==> src/shared/sarseq_pkg.sv <==
// shared constants and types for the sar adc sequencer
package sarseq_pkg;
  // register offsets, start bit and reset values
  localparam logic [7:0] ADDR_CONV_DATA = 8'h04;
  localparam logic [7:0] ADDR_CONV_START = 8'h20;
  localparam logic [3:0] CONV_START_RESET = 4'h0;
  localparam int START_BIT = 0;
  localparam logic [7:0] DATA_RESET = 8'h00;
  // instruction cycle = 8 system clocks of 10 ns
  localparam int INSTR_NS = 80;
  localparam int CLK_NS = 10;
  localparam int INSTR_CLKS = INSTR_NS / CLK_NS;
  localparam logic [3:0] INSTR_LAST = 4'(INSTR_CLKS - 1);
  // schedule in instruction cycles
  localparam logic [4:0] FIRST_BIT_INSTR = 5'h04;
  localparam logic [4:0] INSTR_PER_BIT = 5'h03;
  localparam logic [4:0] CONV_INSTR = 5'h19;
  localparam logic [1:0] CMP_INSTR = 2'h3;
  // sampling window in system clocks
  localparam int SAMPLE_CLKS = 14;
  localparam int SAMPLE_PERIOD_CLKS = 48;
  localparam logic [5:0] SAMPLE_LAST = 6'(SAMPLE_PERIOD_CLKS - 1);
  localparam logic [5:0] SAMPLE_END = 6'(SAMPLE_CLKS);
  localparam logic [2:0] MSB_IDX = 3'h7;

  typedef enum logic [2:0] {
    SARSQ_IDLE = 3'b001,
    SARSQ_CONV = 3'b010,
    SARSQ_CMP = 3'b100
  } sarsq_state_e;

  // one peripheral transfer from the core
  typedef struct packed {
    logic wr;
    logic rd;
    logic [7:0] addr;
    logic [15:0] buf_data;
  } sarsq_xfer_s;
endpackage

==> src/core/sarsq_sequencer.sv <==
// sar adc control and sequencing logic
`timescale 1ns/10ps
// Summary of operation
// - writing 1 to start flag begins conversion in successive mode; flag self-clears once started
// - setting the start flag clears the data register in both modes
// - in single mode a data register write starts a compare
// - data write at 04H takes low two buffer nibbles only
// - data read fills low two buffer nibbles, upper byte retained
// - mode bit 0 selects successive, 1 selects single compare
// - successive mode resolves 8 bits msb first, storing each bit
// - full successive conversion takes 25 instruction cycles
// - three instruction cycles per bit after the msb, bits stored as decided
// - done flag sets when lsb is stored
// - msb valid after 4 instructions, then every 3, all after 25
// - five samples per conversion, 14 clocks long (last one cut short), every 48 clocks
// - done flag zero at start and during conversion; start write clears it
// - compare flag 0 when input below dac, 1 when above
// - data write clears compare flag; result valid third instruction later
// - data writes ignored while mode bit is 0
module sarsq_sequencer
  import sarseq_pkg::*;
(
  input wire logic clk_in,
  input wire logic sys_rst_in,
  input wire sarsq_xfer_s xfer_in,
  input wire logic conv_mode_select_in,
  input wire logic comparator_in,
  output logic [15:0] transfer_buffer_out,
  output logic [3:0] start_reg_out,
  output logic [7:0] dac_code_out,
  output logic sample_out,
  output logic conv_done_flag_out,
  output logic compare_result_flag_out,
  output logic busy_out
);

  sarsq_state_e state;
  logic [7:0] conv_data_reg;
  logic conv_start_flag;
  logic [3:0] instr_div;
  logic instr_en;
  logic [4:0] instr_cnt;
  logic [1:0] bit_phase;
  logic [2:0] bit_idx;
  logic [1:0] cmp_cnt;
  logic [5:0] samp_cnt;
  logic cmp_sync1;
  logic cmp_sync2;
  logic start_wr;
  logic start_set;
  logic data_wr;
  logic data_rd;
  logic decide;
  logic [7:0] bit_sel;
  logic [7:0] next_conv_data;
  genvar gi;

  assign start_wr = xfer_in.wr && (xfer_in.addr == ADDR_CONV_START);
  assign start_set = start_wr && xfer_in.buf_data[START_BIT];
  assign data_wr = xfer_in.wr && (xfer_in.addr == ADDR_CONV_DATA) && conv_mode_select_in;
  assign data_rd = xfer_in.rd && (xfer_in.addr == ADDR_CONV_DATA);
  assign decide = instr_en && (state == SARSQ_CONV) && (bit_phase == 2'd0);

  ////////////////////////////////////////////////////////////////////////////
  // comparator comes from the analog side, so synchronise it
  always_ff @(posedge clk_in) begin
    if (sys_rst_in) begin
      cmp_sync1 <= 1'b0;
      cmp_sync2 <= 1'b0;
    end else begin
      cmp_sync1 <= comparator_in;
      cmp_sync2 <= cmp_sync1;
    end
  end

  ////////////////////////////////////////////////////////////////////////////
  // instruction-cycle enable; restarts on a start so phase is exact
  always_ff @(posedge clk_in) begin
    if (sys_rst_in || start_set || data_wr) begin
      instr_div <= 4'h0;
      instr_en <= 1'b0;
    end else begin
      instr_en <= (instr_div == INSTR_LAST);
      instr_div <= (instr_div == INSTR_LAST) ? 4'h0 : instr_div + 4'h1;
    end
  end

  ////////////////////////////////////////////////////////////////////////////
  // start flag: reads 1 only until the sequence has begun
  always_ff @(posedge clk_in) begin
    if (sys_rst_in) begin
      conv_start_flag <= 1'b0;
    end else if (start_set) begin
      conv_start_flag <= 1'b1;
    end else begin
      conv_start_flag <= 1'b0;
    end
  end

  ////////////////////////////////////////////////////////////////////////////
  // sequencer state
  always_ff @(posedge clk_in) begin
    if (sys_rst_in) begin
      state <= SARSQ_IDLE;
    end else if (start_set) begin
      // restart from msb even mid-conversion
      state <= conv_mode_select_in ? SARSQ_IDLE : SARSQ_CONV;
    end else if (data_wr) begin
      state <= SARSQ_CMP;
    end else if (instr_en) begin
      case (state)
        SARSQ_IDLE: begin
          state <= SARSQ_IDLE;
        end
        SARSQ_CONV: begin
          if (bit_phase == 2'd0 && bit_idx == 3'h0) begin
            state <= SARSQ_IDLE;
          end
        end
        SARSQ_CMP: begin
          if (cmp_cnt == CMP_INSTR - 2'd1) begin
            state <= SARSQ_IDLE;
          end
        end
        default: begin
          state <= SARSQ_IDLE;
        end
      endcase
    end
  end

  ////////////////////////////////////////////////////////////////////////////
  // instructions spent in the current conversion
  always_ff @(posedge clk_in) begin
    if (sys_rst_in || start_set) begin
      instr_cnt <= 5'h00;
    end else if (instr_en && state == SARSQ_CONV && !data_wr) begin
      instr_cnt <= instr_cnt + 5'h01;
    end
  end

  ////////////////////////////////////////////////////////////////////////////
  // phase within a bit; the first bit waits one instruction longer
  always_ff @(posedge clk_in) begin
    if (sys_rst_in) begin
      bit_phase <= 2'd0;
    end else if (start_set) begin
      bit_phase <= 2'(FIRST_BIT_INSTR - 5'h01);
    end else if (instr_en && state == SARSQ_CONV && !data_wr) begin
      if (bit_phase == 2'd0) begin
        // 3 instructions per bit after the first decision
        bit_phase <= 2'(INSTR_PER_BIT - 5'h01);
      end else begin
        bit_phase <= bit_phase - 2'd1;
      end
    end
  end

  ////////////////////////////////////////////////////////////////////////////
  // bit under trial, msb first
  always_ff @(posedge clk_in) begin
    if (sys_rst_in || start_set) begin
      bit_idx <= MSB_IDX;
    end else if (decide && !data_wr) begin
      bit_idx <= bit_idx - 3'h1;
    end
  end

  ////////////////////////////////////////////////////////////////////////////
  // compare wait in instructions
  always_ff @(posedge clk_in) begin
    if (sys_rst_in || data_wr) begin
      cmp_cnt <= 2'd0;
    end else if (instr_en && state == SARSQ_CMP && !start_set) begin
      cmp_cnt <= cmp_cnt + 2'd1;
    end
  end

  ////////////////////////////////////////////////////////////////////////////
  // one-hot select of the bit under trial
  generate
    for (gi = 0; gi < 8; gi++) begin : g_bit_sel
      assign bit_sel[gi] = (bit_idx == 3'(gi));
    end
  endgenerate

  ////////////////////////////////////////////////////////////////////////////
  // data register: cleared on start, bits stored as decided
  always_comb begin
    next_conv_data = conv_data_reg;
    if (start_set) begin
      next_conv_data = DATA_RESET;
    end else if (data_wr) begin
      // upper buffer byte is ignored
      next_conv_data = xfer_in.buf_data[7:0];
    end else if (decide) begin
      // partial results readable before done
      next_conv_data = (conv_data_reg & ~bit_sel) | (bit_sel & {8{cmp_sync2}});
    end
  end

  always_ff @(posedge clk_in) begin
    if (sys_rst_in) begin
      conv_data_reg <= DATA_RESET;
    end else begin
      conv_data_reg <= next_conv_data;
    end
  end

  ////////////////////////////////////////////////////////////////////////////
  // dac trial code: decided bits, trial 1 at the current bit
  always_ff @(posedge clk_in) begin
    if (sys_rst_in) begin
      dac_code_out <= DATA_RESET;
    end else if (state == SARSQ_CONV && !decide) begin
      dac_code_out <= conv_data_reg | bit_sel;
    end else begin
      dac_code_out <= conv_data_reg;
    end
  end

  ////////////////////////////////////////////////////////////////////////////
  // sampling strobe, 14 of every 48 clocks while converting
  always_ff @(posedge clk_in) begin
    if (sys_rst_in || start_set || state != SARSQ_CONV) begin
      samp_cnt <= 6'h00;
      sample_out <= 1'b0;
    end else begin
      samp_cnt <= (samp_cnt == SAMPLE_LAST) ? 6'h00 : samp_cnt + 6'h01;
      sample_out <= (samp_cnt < SAMPLE_END);
    end
  end

  ////////////////////////////////////////////////////////////////////////////
  // done flag; set wins over a clearing write in the same cycle
  always_ff @(posedge clk_in) begin
    if (sys_rst_in) begin
      conv_done_flag_out <= 1'b0;
    end else if (decide && bit_idx == 3'h0) begin
      conv_done_flag_out <= 1'b1;
    end else if (start_wr) begin
      conv_done_flag_out <= 1'b0;
    end
  end

  ////////////////////////////////////////////////////////////////////////////
  // compare flag; a new compare data write clears it first
  always_ff @(posedge clk_in) begin
    if (sys_rst_in) begin
      compare_result_flag_out <= 1'b0;
    end else if (data_wr) begin
      compare_result_flag_out <= 1'b0;
    end else if (instr_en && state == SARSQ_CMP && cmp_cnt == CMP_INSTR - 2'd1) begin
      compare_result_flag_out <= cmp_sync2;
    end
  end

  ////////////////////////////////////////////////////////////////////////////
  // register reads of the data register and start flag into the transfer buffer
  always_ff @(posedge clk_in) begin
    if (sys_rst_in) begin
      transfer_buffer_out <= 16'h0000;
    end else if (data_rd) begin
      transfer_buffer_out[7:0] <= conv_data_reg;
    end else if (xfer_in.rd && xfer_in.addr == ADDR_CONV_START) begin
      transfer_buffer_out[3:0] <= {3'b000, conv_start_flag};
    end
  end

  ////////////////////////////////////////////////////////////////////////////
  // start register mirror
  always_ff @(posedge clk_in) begin
    if (sys_rst_in) begin
      start_reg_out <= CONV_START_RESET;
    end else begin
      start_reg_out <= {3'b000, conv_start_flag};
    end
  end

  ////////////////////////////////////////////////////////////////////////////
  // busy lags the state by one clock, unlike the done and compare flags
  always_ff @(posedge clk_in) begin
    if (sys_rst_in) begin
      busy_out <= 1'b0;
    end else begin
      busy_out <= (state != SARSQ_IDLE);
    end
  end

endmodule

==> config.mk <==
export PLATFORM = sky130hd
export DESIGN_NAME = sarsq_sequencer
export DESIGN_NICKNAME = d
export VERILOG_FILES = /design/src/shared/sarseq_pkg.sv /design/src/core/sarsq_sequencer.sv
export SDC_FILE = /design/constraint.sdc
export NUM_CORES = 1
export LEC_CHECK = 0
export BUFFER_PORTS_ARGS = -buffer_cell sky130_fd_sc_hd__clkbuf_2
export CORE_MARGIN = 2
export CORE_UTILIZATION = 49
export DETAILED_ROUTE_END_ITERATION = 12
export PLACE_DENSITY = 0.76
export SYNTH_ARGS = -nofsm -noshare
export SYNTH_HDL_FRONTEND = slang
export SYNTH_SLANG_ARGS = --single-unit
export TNS_END_PERCENT = 50
==> constraint.sdc <==
create_clock -name clk_in -period 4.16 [get_ports clk_in]
set_input_delay 0.832 -clock clk_in [delete_from_list [all_inputs] [get_ports clk_in]]
set_output_delay 0.832 -clock clk_in [all_outputs]
set_load 0.01 [all_outputs]
* After elaboration in Yosys (flattened, before gate mapping)
Cells that the tools add are included.
** Operators by class
- Bitwise gates (word level) :: 5
- Eq/ne operators :: 18
- $add $sub $neg :: 5
- Mux-type cells :: 18
- $lt $le $gt $ge :: 1
- Reduce and logical (&&, ||, !) cells :: 35
** Operators by type and width (number)
- two-way mux 8 bit :: 3
- AND 8 bit :: 2
- logical AND 1 bit :: 16
- bitwise OR 8 bit :: 2
- == test 3 bit (second input constant) :: 5
- two-way mux 3 bit :: 5
- == test 3 x 2 -> 1 bit (second input constant) :: 3
- == test 8 x 3 -> 1 bit (second input constant) :: 1
- == test 8 x 6 -> 1 bit (second input constant) :: 1
- two-way mux 2 bit :: 4
- two-way mux 4 bit :: 2
- inverter 8 bit :: 1
- nonzero test 2 bit :: 4
- OR reduction 2 bit :: 4
- adder 6 x 1 -> 6 bit (second input constant) :: 1
- == test 6 bit (second input constant) :: 1
- < comparator 6 x 4 -> 1 bit (second input constant) :: 1
- case mux 3 bit (2 select lines) :: 1
- adder 4 x 1 -> 4 bit (second input constant) :: 1
- == test 4 x 3 -> 1 bit (second input constant) :: 1
- logical OR 1 bit :: 4
- inequality test 4 x 3 -> 1 bit (second input constant) :: 1
- inequality test 4 bit (second input constant) :: 1
- == test 3 x 1 -> 1 bit (second input constant) :: 1
- other kinds (12) :: 16
** Storage, ports and cells
- Output and inout port bits :: 32
- Register bits after elaboration :: 56
- Word-level logic and storage cells :: 102
- Input port bits :: 30

* Longest topological paths before layout
Gate-level depths: netlist (run 1).
- Depth in word-level cells :: 7
- Gate-level depth with buffers :: 7
- Gate-level depth less buffers :: 6

* Worst setup path before layout (run 1)
OpenSTA, ideal clock, no wires.
- Path kind :: input to register
- Start :: input port xfer_in[17] (netlist name)
- End :: register bit_phase[1]
- Cell stages on the path :: 6
- Setup slack :: 1.745 ns
- Library setup time :: 0.088 ns
- Data required time :: 4.072 ns
- Buffers on the path :: 2
- Arrival time :: 2.327 ns
- Cell sequence :: or4_1 -> buf_2 -> or3_4 -> buf_6 -> o211a_1 -> a311oi_2
** On the way
- Longest elaborated chain between the ends :: 6
- Elaborated cells between the ends (all ways) :: 10
- Those cells by class :: eq/ne: 2; mux: 1; reduce/logical: 7
** RTL lines
- from (decl) :: line sarsq_sequencer.sv:25 : input wire sarsq_xfer_s xfer_in,
- == test 8 x 3 -> 1 bit :: line sarsq_sequencer.sv:60 : assign data_wr = xfer_in.wr && (xfer_in.addr == ADDR_CONV_DATA) && conv_mode_select_in;
- logical AND 1 bit (2 in series) :: line sarsq_sequencer.sv:60
- logical NOT 1 bit :: line sarsq_sequencer.sv:149 : end else if (instr_en && state == SARSQ_CONV && !data_wr) begin
- logical AND 1 bit :: line sarsq_sequencer.sv:149
- nonzero test 2 bit (no line)
- to (signal assigned) :: line sarsq_sequencer.sv:148 : bit_phase <= 2'(FIRST_BIT_INSTR - 5'h01);
- to (signal assigned) :: line sarsq_sequencer.sv:152 : bit_phase <= 2'(INSTR_PER_BIT - 5'h01);
- to (signal assigned) :: line sarsq_sequencer.sv:154 : bit_phase <= bit_phase - 2'd1;
- to (decl) :: line sarsq_sequencer.sv:43 : logic [1:0] bit_phase;
Several ways; a longest one is shown, not always the timed one.
A chain may end at the register's enable or synchronous reset.

==> impl_metrics.tcl, run 1 <==
set metrics [dict create \
    status "finished clean" \
    first_pass_iters 4 \
    hp-class "flop to flop" \
    cp.depth 5 \
    drc 0 \
    synthTopCellsByArea "dfxtp_1, a21oi_1, ha_1" \
    drive_gt1_frac 0.190 \
    period_share 0.606 \
    tritoncts "built" \
    die_h_um 74.4 \
    area_growth_pct 14.2 \
    cap_violations 0 \
    cp_max_fo 22 \
    core-area_um2 4750 \
    gr-usage-all-layers 0.186 \
    hold_violations 0 \
    yosysTopAreaCell "dfxtp_1" \
    slowest_delay_ns 0.73 \
    p_sw_frac 0.210 \
    p_leak_nw 1.17 \
    cp-start-kind "primary input" \
    wire_per_inst_um 13.1 \
    cp.required_ns 4.34 \
    die_x_um 74.4 \
    start_util 0.511 \
    grt_pass1_vias 1740 \
    antenna_found_initial 0 \
    ys_ff_latch 53 \
    reg2reg_slack_ns 2.48 \
    power_frac_comb 0.044 \
    cts-root-buf "clkbuf_8" \
    yosysSeqAreaShare 0.437 \
    cts_num_sinks 53 \
    cts_setup_buffers 0 \
    path_clk_slew_ns 0.10 \
    tns_ns 0 \
    clk_path_buf_depth 2 \
    rsz0062_at_grt "no" \
    netlist-cell-type-count 47 \
    crit_buf_inv 1 \
    ys.warnings.count 0 \
    ioPinCount 62 \
    grt_max_degree 31 \
    grt_pass1_wl_mm 7.96 \
    dpl.hpwl_mm 3.47 \
    placed_cell_area_um2 2640 \
    globalplace.congestion 0.843 \
    reg2reg_depth 4 \
    ant_nets 0 \
    tightestPinTransition_ns 0.901 \
    reg2reg_to "samp_cnt[4]$_SDFF_PP0_" \
    fmax_mhz 397 \
    met3_length_um 302 \
    setup-violations-final 0 \
    crit_chain "clkbuf_2 -> or4_1 -> or3_1 -> o21ai_0 -> a21oi_1" \
    final_net_count 350 \
    portBuffers 42 \
    wl_met1_mm 2.33 \
    slew_headroom 0.392 \
    clock_skew_ns 0.00846 \
    crit_start "xfer_in[17]" \
    switchingPower_mw 0.203 \
    clock_latency_ns 0.31 \
    internal_power_mw 0.765 \
    ctsResizeCount 0 \
    hold_depth 1 \
    via_count 2025 \
    highest_layer "met4" \
    fin_util 0.583 \
    totalWireLength_mm 4.94 \
    critical_path_class "primary input to flop" \
    die_area_um2 5530 \
    avgSynthCellArea_um2 8.92 \
    final_cell_area_um2 2770 \
    min_from "cmp_sync1$_SDFF_PP0_" \
    synth_top_area_frac 0.437 \
    via_per_inst 5.36 \
    reg2reg_from "samp_cnt[0]$_SDFF_PP0_" \
    critical_path.top_delay_family "simple AND/OR/NAND/NOR gates" \
    ir_worst_vdd_uv 160 \
    crit_path_end_kind "flop" \
    period_minus_slack_ns 2.52 \
    cts_made_buffers 5 \
    rows 25 \
    cp.arrival_ns 2.70 \
    cts_hold_buf 0 \
    htreeDepth 2 \
    p_clk_frac 0.426 \
    diodes 0 \
    synth_top_flop_cell "dfxtp_1" \
    async_reset_ff_frac 0 \
    netlist_area_um2 2430 \
    grt_overflow 0 \
    pwr-share-seq 0.530 \
    synth_edf_count 0 \
    cp_slowest_cell "or3_1" \
    synthCells 272 \
    dr_wl_met2_mm 2.25 \
    maxSlewViolCount 0 \
    drt-initial-drc-count 117 \
    powerDensity_nw_per_um2 350 \
]
cell families (layout without fill, tap and decap cells):
group | Yosys count | after routing | share of synthesized area
compound gates | 65 | 65 | 0.160
buf+inv | 34 | 63 | 0.0732
simple gates | 93 | 93 | 0.213
fa+ha+maj | 10 | 10 | 0.0515
mux | 11 | 11 | 0.0454
flops | 53 | 53 | 0.437
other cells | 1 | 11 | 0.00154
xor+xnor | 5 | 5 | 0.0180
metrics by stage:
step                instances  hold slack [ns]  worst slack, ns  power (mW)
floorplan                 282            0.414             1.75       0.558
global placement          370            0.420             1.34       0.567
detailed placement        370            0.428             1.33       0.568
CTS                       378            0.453             1.66       0.972
global route              378            0.482             1.53        1.01
finish                    378            0.449             1.64       0.969
placed cells by master, fill, tap and decap left out, types with 3 or more instances in the layout:
cell	instances
and4_1	3
a31oi_1	4
clkbuf_8	5
or3b_2	3
nand3b_1	3
ha_1	10
inv_1	11
nor3_1	4
nor2_1	26
and2_1	3
mux2i_1	11
nor3b_1	3
a21oi_1	26
clkbuf_2	42
nand2_1	9
nand4_1	7
nor2b_1	5
and3_1	4
conb_1	11
nand3_1	11
o21ai_0	20
xor2_1	3
or3_1	3
dfxtp_1	53
power groups by stage:
stage                     combinational (mW)  clock [mW]  sequential, mW
after floorplan                       0.0336           0           0.524
after global routing                  0.0482       0.442           0.515
final                                 0.0423       0.413           0.514
after global placement                0.0412           0           0.526
after CTS                             0.0422       0.416           0.514
after detailed placement              0.0419           0           0.526
worst reg2reg max path: cells and delay by family (launching register included):
family | cells | cell delay, ns
AOI/OAI and AO/OA | 1 | 0.77
adders and majority gates | 1 | 0.20
and+or+nand+nor | 2 | 0.21
DFF | 1 | 0.38
layer usage:
layer	up-vias	GRT usage
met4	0	0.0675
met3	6	0.0488
met5	-	0
met1	924	0.245
li1	1030	-
met2	65	0.293
cell usage after synthesis (all sizes together), types with 4 or more instances:
| cell type | n |
|---|---|
| dfxtp | 53 |
| a21oi | 26 |
| nor2 | 26 |
| o21ai | 20 |
| buf | 14 |
| inv | 11 |
| mux2i | 11 |
| nand3 | 11 |
| ha | 10 |
| clkbuf | 9 |
| nand2 | 9 |
| nand4 | 7 |
| nor2b | 5 |
| nor3 | 5 |
| a31oi | 4 |
| and3 | 4 |
| or3 | 4 |
worst min path at each step:
stage | to | slack [ns]
floorplan | cmp_sync2$_SDFF_PP0_ | 0.41
global placement | cmp_sync2$_SDFF_PP0_ | 0.42
detailed placement | cmp_sync2$_SDFF_PP0_ | 0.43
CTS | cmp_sync2$_SDFF_PP0_ | 0.45
global route | instr_div[0]$_SDFF_PP0_ | 0.48
finish | cmp_sync2$_SDFF_PP0_ | 0.45
cell type report:
type,instances,area [um^2]
Tap cell,67,83.8
Multi-Input combinational cell,195,1230
Clock buffer,5,68.8
Fill cell,424,1980
Clock inverter,3,65.1
Timing Repair Buffer,44,225
Inverter,11,41.3
Sequential cell,53,1060
(Power assumes the default switching activity.)
==> run 2, diff against run 1 <==
==> constraint.sdc (replaced) <==
create_clock -name clk_in -period 2.4 [get_ports clk_in]
set_input_delay 0.48 -clock clk_in [delete_from_list [all_inputs] [get_ports clk_in]]
set_output_delay 0.48 -clock clk_in [all_outputs]
set_load 0.01 [all_outputs]
==> run 2 against run 1 <==
Compared with the run above:
- combinational power rose by 84%
- clock power is 46% higher
- die area unchanged
- sequential power rose by 73%
- routed wire length fell by 0.24%
- worst setup slack lost 1.1 ns
- cell count rose by 1.6%
- utilization rose by 0.55 points
- global-route usage up 0.26 points
- non-clock buffer count up 6
- total power grew 62%
- design area grew 0.95%
- highest routed layer unchanged
==> impl_metrics.tcl, run 2 (synthesis gave the netlist of run 1 again) <==
set metrics [dict create \
    internal_power_mw 1.23 \
    tightestPinTransition_ns 0.939 \
    switchingPower_mw 0.343 \
    area_growth_pct 15.3 \
    power_frac_comb 0.050 \
    period_share 0.757 \
    cts-root-buf "clkbuf_8" \
    period_minus_slack_ns 1.82 \
    via_per_inst 5.36 \
    dr_wl_met2_mm 2.39 \
    layout_common_cells "dfxtp_1, clkbuf_2, a21oi_1, nor2_1, o21ai_0" \
    globalplace.congestion 0.812 \
    reg2reg_from "samp_cnt[1]$_SDFF_PP0_" \
    highest_layer "met4" \
    cts_num_sinks 53 \
    grt_pass1_wl_mm 8.10 \
    drc 0 \
    slowest_delay_ns 0.58 \
    hold_violations 0 \
    crit_start "xfer_in[17]" \
    antenna_found_initial 0 \
    portBuffers 42 \
    first_pass_iters 4 \
    final_net_count 356 \
    die_x_um 74.4 \
    whs_ns 0.392 \
    cp_max_fo 9 \
    pwr-share-seq 0.567 \
    rows 25 \
    min_from "comparator_in" \
    dpl.hpwl_mm 3.63 \
    clk_path_buf_depth 2 \
    cp-start-kind "primary input" \
    cap_violations 0 \
    totalWireLength_mm 4.93 \
    clock_latency_ns 0.30 \
    htreeDepth 2 \
    tns_ns 0 \
    cts_setup_buffers 0 \
    p_sw_frac 0.218 \
    setup-violations-final 0 \
    total_power_mw 1.57 \
    status "finished clean" \
    wl_met1_mm 2.14 \
    final.fill_count 468 \
    gr-usage-all-layers 0.188 \
    ir_worst_vdd_uv 313 \
    ctsResizeCount 0 \
    tritoncts "built" \
    rsz0062_at_grt "no" \
    drt-initial-drc-count 138 \
    placed_cell_area_um2 2680 \
    diodes 0 \
    die_h_um 74.4 \
    crit_path_end_kind "flop" \
    slew_headroom 0.366 \
    grt_max_degree 30 \
    critical_path_class "primary input to flop" \
    maxSlewViolCount 0 \
    cts_made_buffers 5 \
    p_clk_frac 0.383 \
    grt_overflow 0 \
    clock_skew_ns 0.00966 \
    cp_slowest_cell "or4_1" \
    drive_gt1_frac 0.205 \
    ioPinCount 62 \
    start_util 0.511 \
    cts_hold_buf 0 \
    fmax_mhz 551 \
    path_clk_slew_ns 0.09 \
    cp.arrival_ns 2.03 \
    crit_chain "clkbuf_2 -> or4_1 -> or3_4 -> o211a_1 -> a311oi_2" \
    p_leak_nw 1.18 \
    fin_util 0.588 \
    cp.required_ns 2.61 \
    wire_per_inst_um 12.8 \
    ant_nets 0 \
    layout_commonest_cell "dfxtp_1" \
    powerDensity_nw_per_um2 561 \
    via_count 2058 \
    grt_pass1_vias 1830 \
    core-area_um2 4750 \
    final_cell_area_um2 2800 \
    met3_length_um 351 \
    die_area_um2 5530 \
    hp-class "primary input to flop" \
]
## run 2: power by group through the flow
| stage | clock network (mW) | registers (mW) | logic, mW |
|---|---|---|---|
| floorplan | 0 | 0.909 | 0.0582 |
| global placement | 0 | 0.911 | 0.0751 |
| detailed placement | 0 | 0.912 | 0.0774 |
| CTS | 0.617 | 0.891 | 0.0774 |
| global route | 0.659 | 0.892 | 0.0870 |
| finish | 0.602 | 0.891 | 0.0780 |
## run 2: area by class of cell
type | instances | area [um^2] | area share
clock buffer | 5 | 68.8 | 0.0246
clock inverter | 3 | 46.3 | 0.0165
inverter | 11 | 41.3 | 0.0148
multi-input combinational | 195 | 1230 | 0.438
sequential | 53 | 1060 | 0.379
tap | 67 | 83.8 | 0.0300
timing repair buffer | 50 | 270 | 0.0966
## run 2: final timing paths
check	slack, ns	to	cells after the start
max	0.58	bit_phase[1]$_SDFFE_PP0P_	5
min	0.39	cmp_sync1$_SDFF_PP0_	2
min reg2reg	0.44	cmp_sync2$_SDFF_PP0_	1
max reg2reg	0.67	samp_cnt[5]$_SDFF_PP0_	4
## run 2: worst max-delay path, delay by kind of cell
kind / cells / cell delay [ns]
AND/OR/NAND/NOR: 2 / 1.06
AO/OA/AOI/OAI: 2 / 0.41
buffers and inverters: 1 / 0.08
## run 2: layer usage
layer,vias up,track usage
met3,5,0.0447
met4,0,0.0575
met2,78,0.317
met5,-,0
met1,936,0.240
li1,1039,-
## run 2: per-stage QoR
stage	instances	setup WS [ns]
after global placement	376	0.302
after CTS	384	0.598
after floorplan	282	0.337
after detailed placement	376	0.280
after global routing	384	0.506
final	384	0.584
